$ cat config.mk
export PLATFORM = sky130hd
export DESIGN_NAME = bplg_top
export DESIGN_NICKNAME = d
export VERILOG_FILES = /design/src/bplg_pkg.sv /design/src/bplg_gen_if.sv /design/src/bplg_top.sv /design/src/bplg_backplane_gen.sv
export VERILOG_INCLUDE_DIRS = /design/src
export SDC_FILE = /design/constraint.sdc
export NUM_CORES = 1
export LEC_CHECK = 0
export BUFFER_PORTS_ARGS = -buffer_cell sky130_fd_sc_hd__buf_2
export CAP_MARGIN = 20
export CORE_MARGIN = 5
export CORE_UTILIZATION = 48
export CTS_CLUSTER_SIZE = 28
export DETAILED_ROUTE_END_ITERATION = 16
export HOLD_SLACK_MARGIN = 0.08
export PLACE_DENSITY_LB_ADDON = 0.08
export SYNTH_ARGS = -nofsm -noshare
export SYNTH_HDL_FRONTEND = slang
export SYNTH_HIERARCHICAL = 1
export SYNTH_SLANG_ARGS = --single-unit
$ cat constraint.sdc
create_clock -name clk_sys_i -period 2.9 [get_ports clk_sys_i]
set_input_delay 0.435 -clock clk_sys_i [delete_from_list [all_inputs] [get_ports clk_sys_i]]
set_output_delay 0.435 -clock clk_sys_i [all_outputs]
set_load 0.02 [all_outputs]
$ cat src/bplg_defines.svh
`ifndef BPLG_DEFINES_SVH
`define BPLG_DEFINES_SVH

// backplane period in oscillator periods
`define BPLG_DIV_RATIO 16
// oscillator rising edges per backplane half period, minus one
`define BPLG_HALF_LAST 3'h7
`define BPLG_HALF_WIDTH 3
// default number of segment outputs
`define BPLG_SEG_COUNT 46
// reset values
`define BPLG_BP_RESET 1'h0
`define BPLG_SEG_RESET 1'h0

`endif

$ cat src/bplg_pkg.sv
package bplg_pkg;

  typedef enum logic [0:0]
  {
    BPLG_EXTERNAL = 1'b0,
    BPLG_INTERNAL = 1'b1
  } bplg_mode_type;

endpackage

$ cat src/bplg_gen_if.sv
interface bplg_gen_if;
  logic osc_level;
  logic bpl_level;
  logic bp_out;
  logic internal_sel;

  modport core
  (
    output osc_level,
    output bpl_level,
    input bp_out,
    input internal_sel
  );

  modport gen
  (
    input osc_level,
    input bpl_level,
    output bp_out,
    output internal_sel
  );
endinterface

$ cat src/bplg_top.sv
// How it works
// In internal mode the backplane output is the oscillator pin frequency divided by 16.
// In internal mode the system wires the backplane output back to the backplane input.
// A grounded oscillator pin gives no edges, so the divider never steps.
// In external mode the backplane input is regenerated onto the backplane output.
// In external mode the outside party keeps a running clock on the backplane input.
// The active-low clear pin resets the block at once, without a clock edge.
// A load strobe copies the shift register contents into the segment latch.
// The first oscillator rising edge after reset selects the internal source for good.
// The backplane output is held low for as long as reset is asserted.
// Each segment output is its latched bit XORed with the backplane input.
// The divide counter is cleared by reset and restarts from zero on selection.
`include "bplg_defines.svh"

module bplg_top
  import bplg_pkg::*;
#(
  parameter int SEG_COUNT = `BPLG_SEG_COUNT
)
(
  input wire logic clk_sys_i,
  input wire logic sys_rst_i,
  input wire logic async_clear_low_i,
  input wire logic rc_timing_pin_i,
  input wire logic backplane_in_i,
  input wire logic [SEG_COUNT-1:0] shift_data_i,
  input wire logic load_strobe_i,
  output logic backplane_out_o,
  output logic internal_source_o,
  output logic [SEG_COUNT-1:0] segment_o
);

  // a change counts only once the second and third stages agree
  function automatic logic filtered(input logic s2, input logic s3, input logic prev);
    filtered = (s2 == s3) ? s3 : prev;
  endfunction

  logic rst_req;
  logic rst_meta;
  logic rst_int;
  logic osc_meta;
  logic osc_s2;
  logic osc_s3;
  logic osc_level;
  logic bpl_meta;
  logic bpl_s2;
  logic bpl_s3;
  logic bpl_level;
  logic [SEG_COUNT-1:0] seg_latch;

  bplg_gen_if gen_link();

  ////////////////////////////////////////////////////////////////////
  // assert at once, release on the clock so no flop sees a runt release
  assign rst_req = sys_rst_i | ~async_clear_low_i;

  always_ff @(posedge clk_sys_i or posedge rst_req)
  begin
    if (rst_req)
    begin
      rst_meta <= 1'b1;
      rst_int <= 1'b1;
    end
    else
    begin
      rst_meta <= 1'b0;
      rst_int <= rst_meta;
    end
  end

  ////////////////////////////////////////////////////////////////////
  always_ff @(posedge clk_sys_i or posedge rst_int)
  begin
    if (rst_int)
    begin
      osc_meta <= 1'b0;
      osc_s2 <= 1'b0;
      osc_s3 <= 1'b0;
    end
    else
    begin
      osc_meta <= rc_timing_pin_i;
      osc_s2 <= osc_meta;
      osc_s3 <= osc_s2;
    end
  end

  // a one-clock glitch on the pin never reaches the divider
  always_ff @(posedge clk_sys_i or posedge rst_int)
  begin
    if (rst_int)
    begin
      osc_level <= 1'b0;
    end
    else
    begin
      osc_level <= filtered(osc_s2, osc_s3, osc_level);
    end
  end

  // loops back from our own output in internal mode
  always_ff @(posedge clk_sys_i or posedge rst_int)
  begin
    if (rst_int)
    begin
      bpl_meta <= 1'b0;
      bpl_s2 <= 1'b0;
      bpl_s3 <= 1'b0;
    end
    else
    begin
      bpl_meta <= backplane_in_i;
      bpl_s2 <= bpl_meta;
      bpl_s3 <= bpl_s2;
    end
  end

  // segments and regenerated output share this one filtered level
  always_ff @(posedge clk_sys_i or posedge rst_int)
  begin
    if (rst_int)
    begin
      bpl_level <= 1'b0;
    end
    else
    begin
      bpl_level <= filtered(bpl_s2, bpl_s3, bpl_level);
    end
  end

  assign gen_link.osc_level = osc_level;
  assign gen_link.bpl_level = bpl_level;

  bplg_backplane_gen u_gen
  (
    .clk_sys_i(clk_sys_i),
    .rst_i(rst_int),
    .gen(gen_link.gen)
  );

  assign backplane_out_o = gen_link.bp_out;
  assign internal_source_o = gen_link.internal_sel;

  ////////////////////////////////////////////////////////////////////
  // cleared latch keeps every segment dark after power-on
  always_ff @(posedge clk_sys_i or posedge rst_int)
  begin
    if (rst_int)
    begin
      seg_latch <= {SEG_COUNT{`BPLG_SEG_RESET}};
    end
    else if (load_strobe_i)
    begin
      seg_latch <= shift_data_i;
    end
  end

  always_ff @(posedge clk_sys_i or posedge rst_int)
  begin
    if (rst_int)
    begin
      segment_o <= {SEG_COUNT{`BPLG_SEG_RESET}};
    end
    else
    begin
      segment_o <= seg_latch ^ {SEG_COUNT{bpl_level}};
    end
  end

endmodule

$ cat src/bplg_backplane_gen.sv
`include "bplg_defines.svh"

module bplg_backplane_gen
  import bplg_pkg::*;
(
  input wire logic clk_sys_i,
  input wire logic rst_i,
  bplg_gen_if.gen gen
);

  bplg_mode_type mode;
  logic osc_prev;
  logic [`BPLG_HALF_WIDTH-1:0] half_count;
  logic bp_div;
  logic osc_rise;

  assign osc_rise = gen.osc_level & ~osc_prev;

  ////////////////////////////////////////////////////////////////////
  always_ff @(posedge clk_sys_i or posedge rst_i)
  begin
    if (rst_i)
    begin
      osc_prev <= 1'b0;
    end
    else
    begin
      osc_prev <= gen.osc_level;
    end
  end

  // selection is sticky until the next reset
  always_ff @(posedge clk_sys_i or posedge rst_i)
  begin
    if (rst_i)
    begin
      mode <= BPLG_EXTERNAL;
    end
    else
    begin
      case (mode)
        BPLG_EXTERNAL:
        begin
          if (osc_rise)
          begin
            mode <= BPLG_INTERNAL;
          end
        end
        default:
        begin
          mode <= BPLG_INTERNAL;
        end
      endcase
    end
  end

  ////////////////////////////////////////////////////////////////////
  // divider only steps on oscillator edges, so a grounded pin freezes it
  always_ff @(posedge clk_sys_i or posedge rst_i)
  begin
    if (rst_i)
    begin
      half_count <= '0;
      bp_div <= `BPLG_BP_RESET;
    end
    else if (mode == BPLG_EXTERNAL)
    begin
      half_count <= '0;
      bp_div <= `BPLG_BP_RESET;
    end
    else if (osc_rise)
    begin
      if (half_count == `BPLG_HALF_LAST)
      begin
        half_count <= '0;
        bp_div <= ~bp_div;
      end
      else
      begin
        half_count <= half_count + 1'b1;
      end
    end
  end

  ////////////////////////////////////////////////////////////////////
  always_ff @(posedge clk_sys_i or posedge rst_i)
  begin
    if (rst_i)
    begin
      gen.bp_out <= `BPLG_BP_RESET;
    end
    else if (mode == BPLG_INTERNAL)
    begin
      gen.bp_out <= bp_div;
    end
    else
    begin
      gen.bp_out <= gen.bpl_level;
    end
  end

  assign gen.internal_sel = (mode == BPLG_INTERNAL);

endmodule

# After elaboration in Yosys (flattened, before gate mapping)
# Cells that the tools add are included.
# op_classes
n_reduce_logical	1
n_eq_ne	5
n_mux	9
n_addsub	1
n_bitwise	6
# ops
op	count
46-bit XOR	1
3-bit 2-to-1 mux	3
1-bit 2-to-1 mux	6
2-bit inequality test (second input constant)	2
3-bit by 1-bit adder with 3-bit output (second input constant)	1
3-bit == test (second input constant)	1
1-bit inverter	3
1-bit == test	2
2-bit AND reduction	1
1-bit bitwise AND	1
1-bit OR	1
# totals
wordCells	39
out_inout_bits	48
ff_bits	109
input_bits	52

# Depth between registers and ports, before layout
# Gate-level depths: netlist of run 1.
# depth
ltp_word	4
depth_mapped	5
ltp_nobuf	5

# Modules after synthesis
# Netlist of run 1, hierarchy kept.
# by_module_without_submodules
module	seq_area_each_um2	n_inst	cells_each	area_per_inst_um2
bplg_top	2555.0	1	209	3803.6
bplg_backplane_gen	175.2	1	24	316.6

# Worst setup path after synthesis of run 1
# No wires, ideal clock.
# synth_timing
path_type	reg2reg
startpoint	register u_gen.half_count[0]
endpoint	register u_gen.bp_div
period_less_slack_ns	1.165
arrival_ns	1.046
slack_ns	1.735
required_time_ns	2.781
n_path_buf	0
setup_time_ns	0.119
stages_incl_launch_ff	6
path_cell_list	dfrtp_1 ha_1 ha_1 nand3b_1 xnor2_1 and2_1
# synth_between
elab_chain_len	3
# synth_rtl
element	line	source
from (decl)	bplg_backplane_gen.sv:13	logic [`BPLG_HALF_WIDTH-1:0] half_count;
from (signal assigned)	bplg_backplane_gen.sv:80	half_count <= half_count + 1'b1;
3-bit == test (no source line)	n/a	
2-bit inequality test (no source line)	n/a	
2-bit AND reduction (no source line)	n/a	
to (signal assigned)	bplg_backplane_gen.sv:64	bp_div <= `BPLG_BP_RESET;
to (signal assigned)	bplg_backplane_gen.sv:69	bp_div <= `BPLG_BP_RESET;
to (signal assigned)	bplg_backplane_gen.sv:76	bp_div <= ~bp_div;
to (decl)	bplg_backplane_gen.sv:14	logic bp_div;
# Every way passes these cells.
# A chain may end at the register's enable or synchronous reset.

# Worst setup path after layout of run 1
# layout_timing
startpoint	register bpl_level
endpoint	register segment_o[6]
# layout_between
elab_chain_len	1
# layout_rtl
element	line	source
from (decl)	bplg_top.sv:48	logic bpl_level;
from (signal assigned)	bplg_top.sv:127	bpl_level <= filtered(bpl_s2, bpl_s3, bpl_level);
46-bit XOR	bplg_top.sv:166	segment_o <= seg_latch ^ {SEG_COUNT{bpl_level}};
to (signal assigned)	bplg_top.sv:162	segment_o <= {SEG_COUNT{`BPLG_SEG_RESET}};
to (signal assigned)	bplg_top.sv:166	
to (decl)	bplg_top.sv:30	output logic [SEG_COUNT-1:0] segment_o
# Every way passes these cells.

==> results of run 1 <==
[per-layer routing]
| layer | wire length (um) | vias up | GRT usage | part of all wire |
|---|---|---|---|---|
| li1 | - | 964 | - | - |
| met4 | 74 | 0 | 0.0394 | 0.011 |
| met1 | 2860 | 989 | 0.174 | 0.44 |
| met2 | 3070 | 60 | 0.204 | 0.47 |
| met5 | 0 | - | 0 | 0 |
| met3 | 565 | 7 | 0.0568 | 0.086 |
[layout by cell type (no fill, tap or decap), drive strengths merged]
cell,n
xnor2,1
mux2,47
dfrtp,107
maj3,2
inv,1
clkinv,2
nor2,1
mux2i,3
or2,1
clkbuf,11
and2,1
dfstp,2
ha,2
clkinvlp,3
conb,1
bufinv,1
nand3b,1
xor2,46
buf,104
nor2b,6
[final cells by class]
type / count / area share
flip-flops and latches: 109 / 0.561
clock buffers: 11 / 0.0311
clock inverters: 5 / 0.0121
well taps: 105 / 0.0270
repair buffers: 104 / 0.112
multi-input cells: 112 / 0.254
inverters: 2 / 0.00231
[state kept, by name, summed over array words and instances, names as in the netlist]
signal and flops:
bpl_level 1, bpl_s3 1, segment_o 46, rst_int 1
bpl_s2 1, osc_s2 1, bpl_meta 1, u_gen/half_count 3
rst_meta 1, osc_s3 1, u_gen/gen.bp_out 1, gen_link.osc_level 1
osc_meta 1, u_gen/gen.internal_sel 1, u_gen/bp_div 1, seg_latch 46
u_gen/osc_prev 1
[synthesized netlist by cell type]
library cell	count	share of area
xnor2_1	1	0.0021
buf_6	5	0.014
nor2b_1	5	0.0076
mux2_4	40	0.15
nor2b_4	1	0.0033
nor2_1	1	0.00091
conb_1	1	0.00091
inv_1	2	0.0018
ha_1	2	0.0061
maj3_1	2	0.0049
nand3b_1	1	0.0018
mux2_2	7	0.019
xor2_1	46	0.098
buf_12	4	0.019
mux2i_1	3	0.0073
and2_1	1	0.0015
or2_2	1	0.0015
dfrtp_1	107	0.65
dfstp_2	2	0.013
buf_4	1	0.0018
[critical path, cell delays in order (launching register included)]
cell and delay, ns:
dfrtp_2 0.96, buf_4 0.35, xor2_1 0.16
[worst min-delay path by stage]
stage / endpoint / depth (start not counted) / from
after floorplan: u_gen/bp_div$_DFFE_PP0P_ / 1 / rst_int$_DFF_PP1_
after global placement: u_gen/osc_prev$_DFF_PP0_ / 1 / rst_int$_DFF_PP1_
after detailed placement: u_gen/osc_prev$_DFF_PP0_ / 1 / rst_int$_DFF_PP1_
after CTS: osc_meta$_DFF_PP0_ / 1 / rc_timing_pin_i
after global routing: osc_meta$_DFF_PP0_ / 1 / rc_timing_pin_i
final: rst_int$_DFF_PP1_ / 2 / async_clear_low_i
[per-stage QoR]
step                       util  hold slack [ns]  instance area (um^2)
after detailed placement  0.561            0.209                  4660
after floorplan               -            0.174                  4120
after CTS                 0.587            0.178                  4870
final                     0.587            0.195                  4870
after global routing      0.587            0.162                  4870
after global placement    0.561            0.206                  4660
[cell families after synthesis]
kind of cell / after synthesis
and+or+nand+nor: 10
other: 1
buffers and inverters: 12
adders and majority gates: 4
xor gates and xnor gates: 47
muxes: 50
DFF: 109
[power groups by stage]
stage,registers [W],clock network [W],logic [W]
floorplan,0.00205,0,0.000337
global placement,0.00191,0,0.000697
detailed placement,0.00191,0,0.000708
CTS,0.00188,0.000962,0.000710
global route,0.00191,0.00103,0.000760
finish,0.00188,0.000924,0.000692
==> metrics.csv, run 1 <==
stage,metric,value,unit
run_status,outcome,completed,
cts,post-cts-setup-buffer-count,0,
critical_path,worst-setup-path-type,reg2reg,
power,p_switching,0.000976,W
cts,clock_latency,0.35,ns
routing,totalWireLength,6580,um
synth,synth_mux_area_frac,0.172,
routing,antenna_left,0,
critical_path,reg2reg_depth,2,
place,dp_cells,432,
critical_path,cp-end-kind,flop,
sta,max_freq,0.648,GHz
critical_path,r2r_start,bpl_level$_DFFE_PP0N_,
critical_path,arrival,1.82,ns
synth,synth_compound_area_frac,0,
cts,cts_root_buf,clkbuf_8,
global_route,grtUsageTotal,0.133,
critical_path,cp-endpoint,segment_o[6]$_DFF_PP0_,
sta,rsz0062_at_grt,false,
sta,relSlewSlack,0.412,
critical_path,cp_max_fo,32,
routing,vias_per_cell,4.51,
cts,hold_buffers,0,
power,p_comb_frac,0.198,
synth,synth_cell_type_count,20,
routing,drt-wirelength-per-cell,14.7,um
finish,area_delta_synth_final,18.2,%
synth,synthXorXnorAreaFrac,0.0999,
global_route,grt_pass1_wl,10700,um
routing,drt-pass1-iter-count,4,
power,power_density,717,nW/um^2
sta,final_hold_viol_count,0,
finish,stdcell_count,448,
place,place.gp.congestion,0.691,
synth,synthSimpleGateAreaFrac,0.0167,
power,vdd_drop_max,0.334,mV
power,p_int,0.00252,W
critical_path,crit_start,bpl_level$_DFFE_PP0N_,
global_route,grt_pass1_vias,2161,
routing,vias,2020,
critical_path,critPathRequiredTime,3.17,ns
sta,worstMarginPinSlew,0.881,ns
floorplan,start_util,0.496,
power,total_power,0.00349,W
power,power_leakage,2.41,nW
finish,fillCellCount,679,
synth,yosysWarnings,6,
global_route,grt_max_degree,101,
critical_path,crit_path_start_kind,flop,
place,post-dp-hpwl,4470,um
sta,fin_tns_setup,0,ns
sta,min_period_over_period,0.532,
routing,drt_iter0_drc,40,
sta,fin_crit,1.54,ns
synth,synth-seq-cells,109,
cts,cts.repair.resized,0,
power,pwr-share-clk,0.265,
floorplan,placementRows,33,
finish,nets,392,
floorplan,coreArea,8300,um^2
synth,synth.avg_cell_area,17.7,um^2
cts,htreeDepth,3,
cts,clock-sinks,109,
sta,final.setup.worst_slack,1.36,ns
sta,slew_viol_final,0,
finish,antenna-diode-count,0,
synth,synth_adder_area_share,0.0109,
power,p_seq_frac,0.537,
sta,clock_skew,0.00949,ns
cts,cts.reportedPaths.clkPinSlew,0.09,ns
synth,synth.net_count,287,
job,cap_violations,0,
place,portBuffers,99,
critical_path,reg2reg_setup_slack,1.36,ns
power,swShare,0.279,
cts,cts_buffer_depth,2,
synth,syn_inst,233,
cts,cts_tree,built,
floorplan,die-area,10500,um^2
place,post-place-ws,1.13,ns
synth,synth_seq_area_share,0.663,
synth,synth_top_family_by_area,multiplexers,
critical_path,r2r_end,segment_o[6]$_DFF_PP0_,
floorplan,die-height,103,um
cts,numCtsBuffers,9,
floorplan,die_x,103,um
finish,ff_latch_area,2730,um^2
finish,drive_gt1_frac,0.504,
sta,finalSetupViolations,0,
global_route,grt_overflow_total,0,
floorplan,ios,100,
routing,drc,0,
synth,netlist_area,4120,um^2
finish,multi_input_comb_area,1240,um^2
min_path,hold_path.class,in2async,
global_route,antenna_found_initial,0,
Power figures use the tool's default switching activity.
==> inputs of run 2 (changes only) <==
- clock period: 2.9 -> 1.4 ns (I/O delays scaled with it)
==> run 2 against run 1 <==
  * Final area increased by 9.0%
  * Critical path type unchanged
  * First-iteration DRC count increased by 53%
  * Non-clock buffer count increased by 42
==> metrics.csv, run 2 (synthesis results as in run 1) <==
stage,metric,value,unit,change
sta,relSlewSlack,0.659,,+0.247
floorplan,start_util,0.496,,unchanged
critical_path,cp_cell_sequence,ha_1 -> ha_1 -> nand3b_1 -> xnor2_1 -> and2_1,,
power,power_density,1390,nW/um^2,+93%
global_route,grt_max_degree,101,,unchanged
cts,cts_buffer_depth,2,,unchanged
routing,drt-wirelength-per-cell,14.8,um,+0.95%
cts,post-cts-setup-buffer-count,0,,unchanged
critical_path,slowest_stage,dfrtp_1,,
global_route,grt_overflow_total,0,,unchanged
routing,antenna_left,0,,unchanged
floorplan,die-area,10500,um^2,unchanged
cts,clock_latency,0.36,ns,about the same
floorplan,coreArea,8300,um^2,unchanged
floorplan,ios,100,,unchanged
routing,drt_iter0_drc,61,,+53%
job,cap_violations,0,,unchanged
finish,most-common-layout-cells,"106 x dfrtp_1, 99 x buf_2, 46 x xor2_1, 42 x dlygate4sd3_1, 40 x mux2_4",,
critical_path,worst-setup-path-type,reg2reg,,
finish,nets,434,,+11%
finish,top_regs,"seg_latch (46), segment_o (46), u_gen/half_count (3)",,
floorplan,placementRows,33,,unchanged
min_path,hold_path.class,in2reg,,
global_route,grt_pass1_vias,2399,,+11%
finish,area_delta_synth_final,28.8,%,
finish,drive_gt1_frac,0.444,,-0.0602
cts,cts.reportedPaths.clkPinSlew,0.10,ns,about the same
critical_path,crit_family,adder cells,,
global_route,antenna_found_initial,0,,unchanged
place,post-dp-hpwl,4450,um,-0.45%
min_path,worstHoldPathCells,2,,
power,vdd_drop_max,0.802,mV,+140%
routing,vias_per_cell,4.50,,-0.11%
sta,min_period_over_period,0.875,,+0.343
cts,clock-sinks,109,,unchanged
finish,stdcell_count,490,,+9.4%
global_route,grtUsageTotal,0.148,,+0.0146
sta,holdWs,0.0989,ns,-0.0964 ns
critical_path,crit_path_start_kind,flop,,
finish,mostFrequentLayoutCell,dfrtp_1,,
floorplan,die-height,103,um,unchanged
critical_path,critPathRequiredTime,1.66,ns,-1.51 ns
cts,htreeDepth,3,,unchanged
critical_path,arrival,1.48,ns,-0.34 ns
routing,totalWireLength,7260,um,+10%
sta,finalSetupViolations,0,,unchanged
sta,rsz0062_at_grt,false,,
critical_path,cp_common_cell,ha_1,,
floorplan,die_x,103,um,unchanged
finish,fillCellCount,601,,-11%
critical_path,worst-path-buf-inv,0,,-1
place,dp_cells,432,,unchanged
cts,cts_root_buf,clkbuf_8,,
cts,numCtsBuffers,9,,unchanged
routing,drc,0,,unchanged
sta,slew_viol_final,0,,unchanged
run_status,outcome,completed,,
critical_path,crit_cells,5,,+3
cts,cts_tree,built,,
place,portBuffers,99,,unchanged
routing,drt-pass1-iter-count,4,,unchanged
critical_path,cp_max_fo,3,,-91%
sta,final_hold_viol_count,0,,unchanged
power,power_leakage,2.60,nW,+7.7%
routing,vias,2207,,+9.3%
place,place.gp.congestion,0.669,,-3.3%
sta,clock_skew,0.0152,ns,+0.00571 ns
finish,antenna-diode-count,0,,unchanged
sta,max_freq,0.816,GHz,+26%
sta,fin_crit,1.23,ns,-0.317 ns
critical_path,max_stage_delay,0.41,ns,-0.55 ns
critical_path,reg2reg_depth,5,,+3
global_route,grt_pass1_wl,11900,um,+11%
sta,worstMarginPinSlew,0.511,ns,-0.370 ns
critical_path,cp-end-kind,flop,,
-- run 2: cell count changes in the layout (fill, tap and decap cells not counted) --
cell           previous run  this run
clkbuf_8                 11        10
dlygate4sd3_1             0        42
clkinvlp_4                3         1
inv_6                     0         1
clkinv_4                  1         2
clkinv_2                  1         0
clkbuf_1                  0         2
buf_4                     4         2
buf_12                    1         3
-- run 2: worst paths after layout --
path / start / endpoint / slack (ns)
setup reg to reg: u_gen/half_count[0]$_DFFE_PP0P_ / u_gen/bp_div$_DFFE_PP0P_ / 0.17
min in group asynchronous: rst_int$_DFF_PP1_ / u_gen/osc_prev$_DFF_PP0_ / 0.21
hold reg to reg: rst_int$_DFF_PP1_ / u_gen/osc_prev$_DFF_PP0_ / 0.21
setup / recovery: u_gen/half_count[0]$_DFFE_PP0P_ / u_gen/bp_div$_DFFE_PP0P_ / 0.17
max in group asynchronous: async_clear_low_i / rst_int$_DFF_PP1_ / 0.38
hold / removal: shift_data_i[8] / seg_latch[8]$_DFFE_PP0P_ / 0.1
-- run 2: what timing repair did --
action                     CTS  global route
gates resized for setup      0             0
setup endpoints to repair    0             0
hold buffers                39             3
hold endpoints to repair    39             3
-- run 2: area by class of cell --
type                            instances  area, um^2  share of cell area
Clock inverter                          4        56.3              0.0106
Multi-Input combinational cell        112        1240               0.233
Timing Repair Buffer                  146         991               0.187
Tap cell                              105         131              0.0248
Sequential cell                       109        2730               0.515
Clock buffer                           12         145              0.0274
Inverter                                2        11.3             0.00212
-- run 2: where the power goes --
group	switching [W]	total [W]	internal [W]
sequential	0.000220	0.00385	0.00363
clock	0.00102	0.00192	0.000893
combinational	0.000849	0.00159	0.000741
total	0.00209	0.00736	0.00527
-- run 2: per-layer routing --
| layer | wire length [um] | part of all wire | GRT usage |
|---|---|---|---|
| met3 | 542 | 0.075 | 0.0521 |
| met4 | 71 | 0.0098 | 0.0363 |
| met2 | 3500 | 0.48 | 0.240 |
| met5 | 0 | 0 | 0 |
| met1 | 3150 | 0.43 | 0.190 |
-- run 2: metrics by stage --
step | utilization | setup WS [ns] | instance area, um^2 | power (W) | setup TNS [ns]
finish | 0.639 | 0.175 | 5310 | 0.00736 | 0
global route | 0.639 | 0.108 | 5310 | 0.00777 | 0
CTS | 0.636 | 0.164 | 5280 | 0.00747 | 0
detailed placement | 0.564 | 0.184 | 4680 | 0.00544 | 0
global placement | 0.564 | 0.209 | 4680 | 0.00540 | 0
floorplan | - | -0.171 | 4120 | 0.00495 | -17.11
==> inputs of run 3 (changes only) <==
- ABC_AREA: unset -> 1
- CORE_UTILIZATION: 48 -> 47
==> run 3 against run 2 <==
  * Maximum frequency is 0.99% higher
  * First-iteration DRC count grew 33%
  * Clock power about the same
  * Highest routed layer unchanged
  * Area after synthesis shrank 2.6%
  * Die area decreased by 0.44%
  * Clock-buffer cell count decreased by 3
  * Final area up 0.26%
  * Synthesized cell count is 51% higher
  * Combinational power decreased by 7%
  * Wire length increased by 3.5%
==> metrics.csv, run 3 <==
stage,metric,value,unit,change
sta,finalSetupViolations,0,,unchanged
critical_path,critPathRequiredTime,1.19,ns,-0.47 ns
critical_path,reg2reg_setup_slack,0.20,ns,+0.03 ns
critical_path,arrival,1.00,ns,-0.48 ns
power,power_density,1350,nW/um^2,-2.7%
place,place.gp.congestion,0.712,,+6.5%
sta,min_period_over_period,0.867,,-0.00858
cts,cts_buffer_depth,2,,unchanged
synth,synth.net_count,405,,+41%
sta,final.setup.worst_slack,0.187,ns,+0.0120 ns
synth,synth_top_area_share,0.667,,+0.0170
critical_path,crit_path_start_kind,flop,,
routing,totalWireLength,7520,um,+3.5%
finish,drive_gt1_frac,0.253,,-0.191
sta,rsz0062_at_grt,false,,
cts,clock-sinks,109,,unchanged
power,power_leakage,2.77,nW,+6.6%
critical_path,worst-path-buf-inv,1,,+1
global_route,grt_overflow_total,0,,unchanged
global_route,grt_pass1_vias,2752,,+15%
sta,fin_crit,1.21,ns,-0.0120 ns
synth,synth_top_flop_cell,dfrtp_1,,
floorplan,die_x,102,um,-0.22%
critical_path,worst-setup-path-type,reg2out,,
min_path,hold_path.class,reg2async,,
global_route,grt_pass1_wl,12700,um,+7.3%
synth,synthTopCellsByCount,"107 x dfrtp_1, 62 x nand2_1, 57 x inv_1",,
critical_path,max_stage_delay,0.45,ns,+0.04 ns
synth,synth_edf_count,0,,unchanged
cts,cts.repair.resized,0,,unchanged
run_status,outcome,completed,,
cts,post-cts-setup-buffer-count,0,,unchanged
synth,yosysMostFrequentCell,dfrtp_1,,
critical_path,cp-end-kind,output port,,
synth,synthArstFlopShare,1.00,,unchanged
global_route,antenna_found_initial,0,,unchanged
routing,vias,2691,,+22%
critical_path,crit_start,u_gen/gen.internal_sel$_DFF_PP0_,,
synth,synth.avg_cell_area,11.4,um^2,-35%
job,cap_violations,0,,unchanged
synth,yosysWarnings,6,,unchanged
routing,drt-pass1-iter-count,4,,unchanged
sta,holdWs,0.204,ns,+0.105 ns
critical_path,r2r_start,u_gen/half_count[0]$_DFFE_PP0P_,,
cts,cts_tree,built,,
sta,clock_skew,0.0196,ns,+0.00443 ns
finish,nets,555,,+28%
cts,numCtsBuffers,9,,unchanged
global_route,grt_max_degree,93,,-7.9%
synth,netlist_area,4020,um^2,-2.6%
synth,synth_seq_area_share,0.680,,+0.0173
routing,antenna_left,0,,unchanged
floorplan,start_util,0.486,,-0.0102
power,vdd_drop_max,0.734,mV,-8.4%
critical_path,cp-endpoint,internal_source_o,,
place,portBuffers,99,,unchanged
sta,max_freq,0.824,GHz,+0.99%
finish,top_regs,"seg_latch (46), segment_o (46), u_gen/half_count (3)",,
place,dp_cells,545,,+26%
critical_path,slowest_stage,dfrtp_1,,
finish,stdcell_count,611,,+25%
synth,synthTopCellsByArea,"dfrtp_1 67%, xor2_1 10%, nand2_1 5.8%",,
cts,cts_root_buf,clkbuf_8,,
finish,most-common-layout-cells,"106 x dfrtp_1, 99 x buf_2, 62 x nand2_1, 56 x inv_1, 50 x dlygate4sd3_1",,
critical_path,r2r_end,u_gen/half_count[0]$_DFFE_PP0P_,,
finish,antenna-diode-count,0,,unchanged
critical_path,crit_cells,1,,-4
routing,drt-wirelength-per-cell,12.3,um,-17%
critical_path,reg2reg_depth,7,,+2
sta,final_hold_viol_count,0,,unchanged
floorplan,die-height,102,um,-0.22%
finish,mostFrequentLayoutCell,dfrtp_1,,
finish,area_delta_synth_final,32.5,%,
routing,drc,0,,unchanged
place,post-place-ws,0.222,ns,+0.0384 ns
cts,cts.reportedPaths.clkPinSlew,0.10,ns,about the same
synth,synth_cell_type_count,21,,+5.0%
floorplan,ios,100,,unchanged
critical_path,cp_max_fo,6,,+3
critical_path,crit_family,flip-flops,,
cts,clock_latency,0.36,ns,about the same
place,post-dp-hpwl,4710,um,+5.7%
floorplan,coreArea,8260,um^2,-0.50%
synth,synth-seq-cells,109,,unchanged
synth,syn_inst,351,,+51%
routing,drt_iter0_drc,81,,+33%
synth,yosys.area.top_type,dfrtp_1,,
critical_path,cp_cell_sequence,buf_2,,
global_route,grtUsageTotal,0.157,,+0.00992
floorplan,die-area,10500,um^2,-0.44%
floorplan,placementRows,33,,unchanged
sta,slew_viol_final,0,,unchanged
cts,htreeDepth,3,,unchanged
routing,vias_per_cell,4.40,,-2.2%
[run 3: cell types whose count changed in the layout (fill, tap and decap cells not counted), moves of 7 or more]
| cell | before | now |
|---|---|---|
| inv_1 | 1 | 56 |
| dlygate4sd3_1 | 42 | 50 |
| nand2_1 | 0 | 62 |
| mux2_2 | 7 | 0 |
| o21ai_1 | 0 | 46 |
| mux2_4 | 40 | 0 |
[run 3: worst min-delay path by stage]
stage          depth (start not counted)                               to  slack [ns]         startpoint
2_1_floorplan                          1         u_gen/bp_div$_DFFE_PP0P_        0.17  rst_int$_DFF_PP1_
3_3_place_gp                           1         u_gen/osc_prev$_DFF_PP0_        0.21  rst_int$_DFF_PP1_
3_5_place_dp                           1  u_gen/half_count[0]$_DFFE_PP0P_        0.21  rst_int$_DFF_PP1_
4_1_cts                                3         seg_latch[8]$_DFFE_PP0P_        0.08    shift_data_i[8]
5_1_grt                                1  u_gen/half_count[0]$_DFFE_PP0P_        0.23  rst_int$_DFF_PP1_
6_report                               1  u_gen/half_count[0]$_DFFE_PP0P_        0.20  rst_int$_DFF_PP1_
[run 3: repair_timing]
action                     CTS  global route
hold buffers                49             1
hold endpoints to repair    49             1
setup endpoints to repair    0             0
[run 3: power by group]
group | total, W | switching, W | internal [W]
combinational | 0.00148 | 0.000893 | 0.000586
clock | 0.00189 | 0.00105 | 0.000834
sequential | 0.00382 | 0.000206 | 0.00361
[run 3: area by class of cell]
cell class	instances	area [um^2]
multi-input cells	169	955
flip-flops and latches	109	2730
fillers	692	2940
clock buffers	9	124
inverters	58	221
well taps	105	131
clock inverters	7	72.6
repair buffers	154	1080
[run 3: cell families (layout without fill, tap and decap cells)]
family / count (synthesis) / after routing / synth area share
AOI/OAI and AO/OA: 49 / 49 / 0.0611
xor gates and xnor gates: 46 / 46 / 0.100
adders and majority gates: 2 / 2 / 0.00623
buffers and inverters: 73 / 228 / 0.0823
DFF: 109 / 109 / 0.680
other: 1 / 1 / 0.000934
and+or+nand+nor: 71 / 71 / 0.0692
[run 3: stage by stage]
step                      setup TNS, ns  instance area (um^2)  utilization  total power [W]
final                                 0                  5320        0.644          0.00718
after global placement                0                  4620        0.560          0.00523
after global routing                  0                  5320        0.644          0.00763
after detailed placement              0                  4620        0.560          0.00528
after floorplan                  -17.11                  4020            -          0.00477
after CTS                             0                  5310        0.643          0.00729
[run 3: metal layers]
layer	vias to the layer above	routed length, um	GRT usage	share of wire
met5	-	0	0	0
met1	1268	3160	0.189	0.42
met3	6	471	0.0594	0.063
met4	0	89	0.0515	0.012
li1	1346	-	-	-
met2	71	3800	0.262	0.50
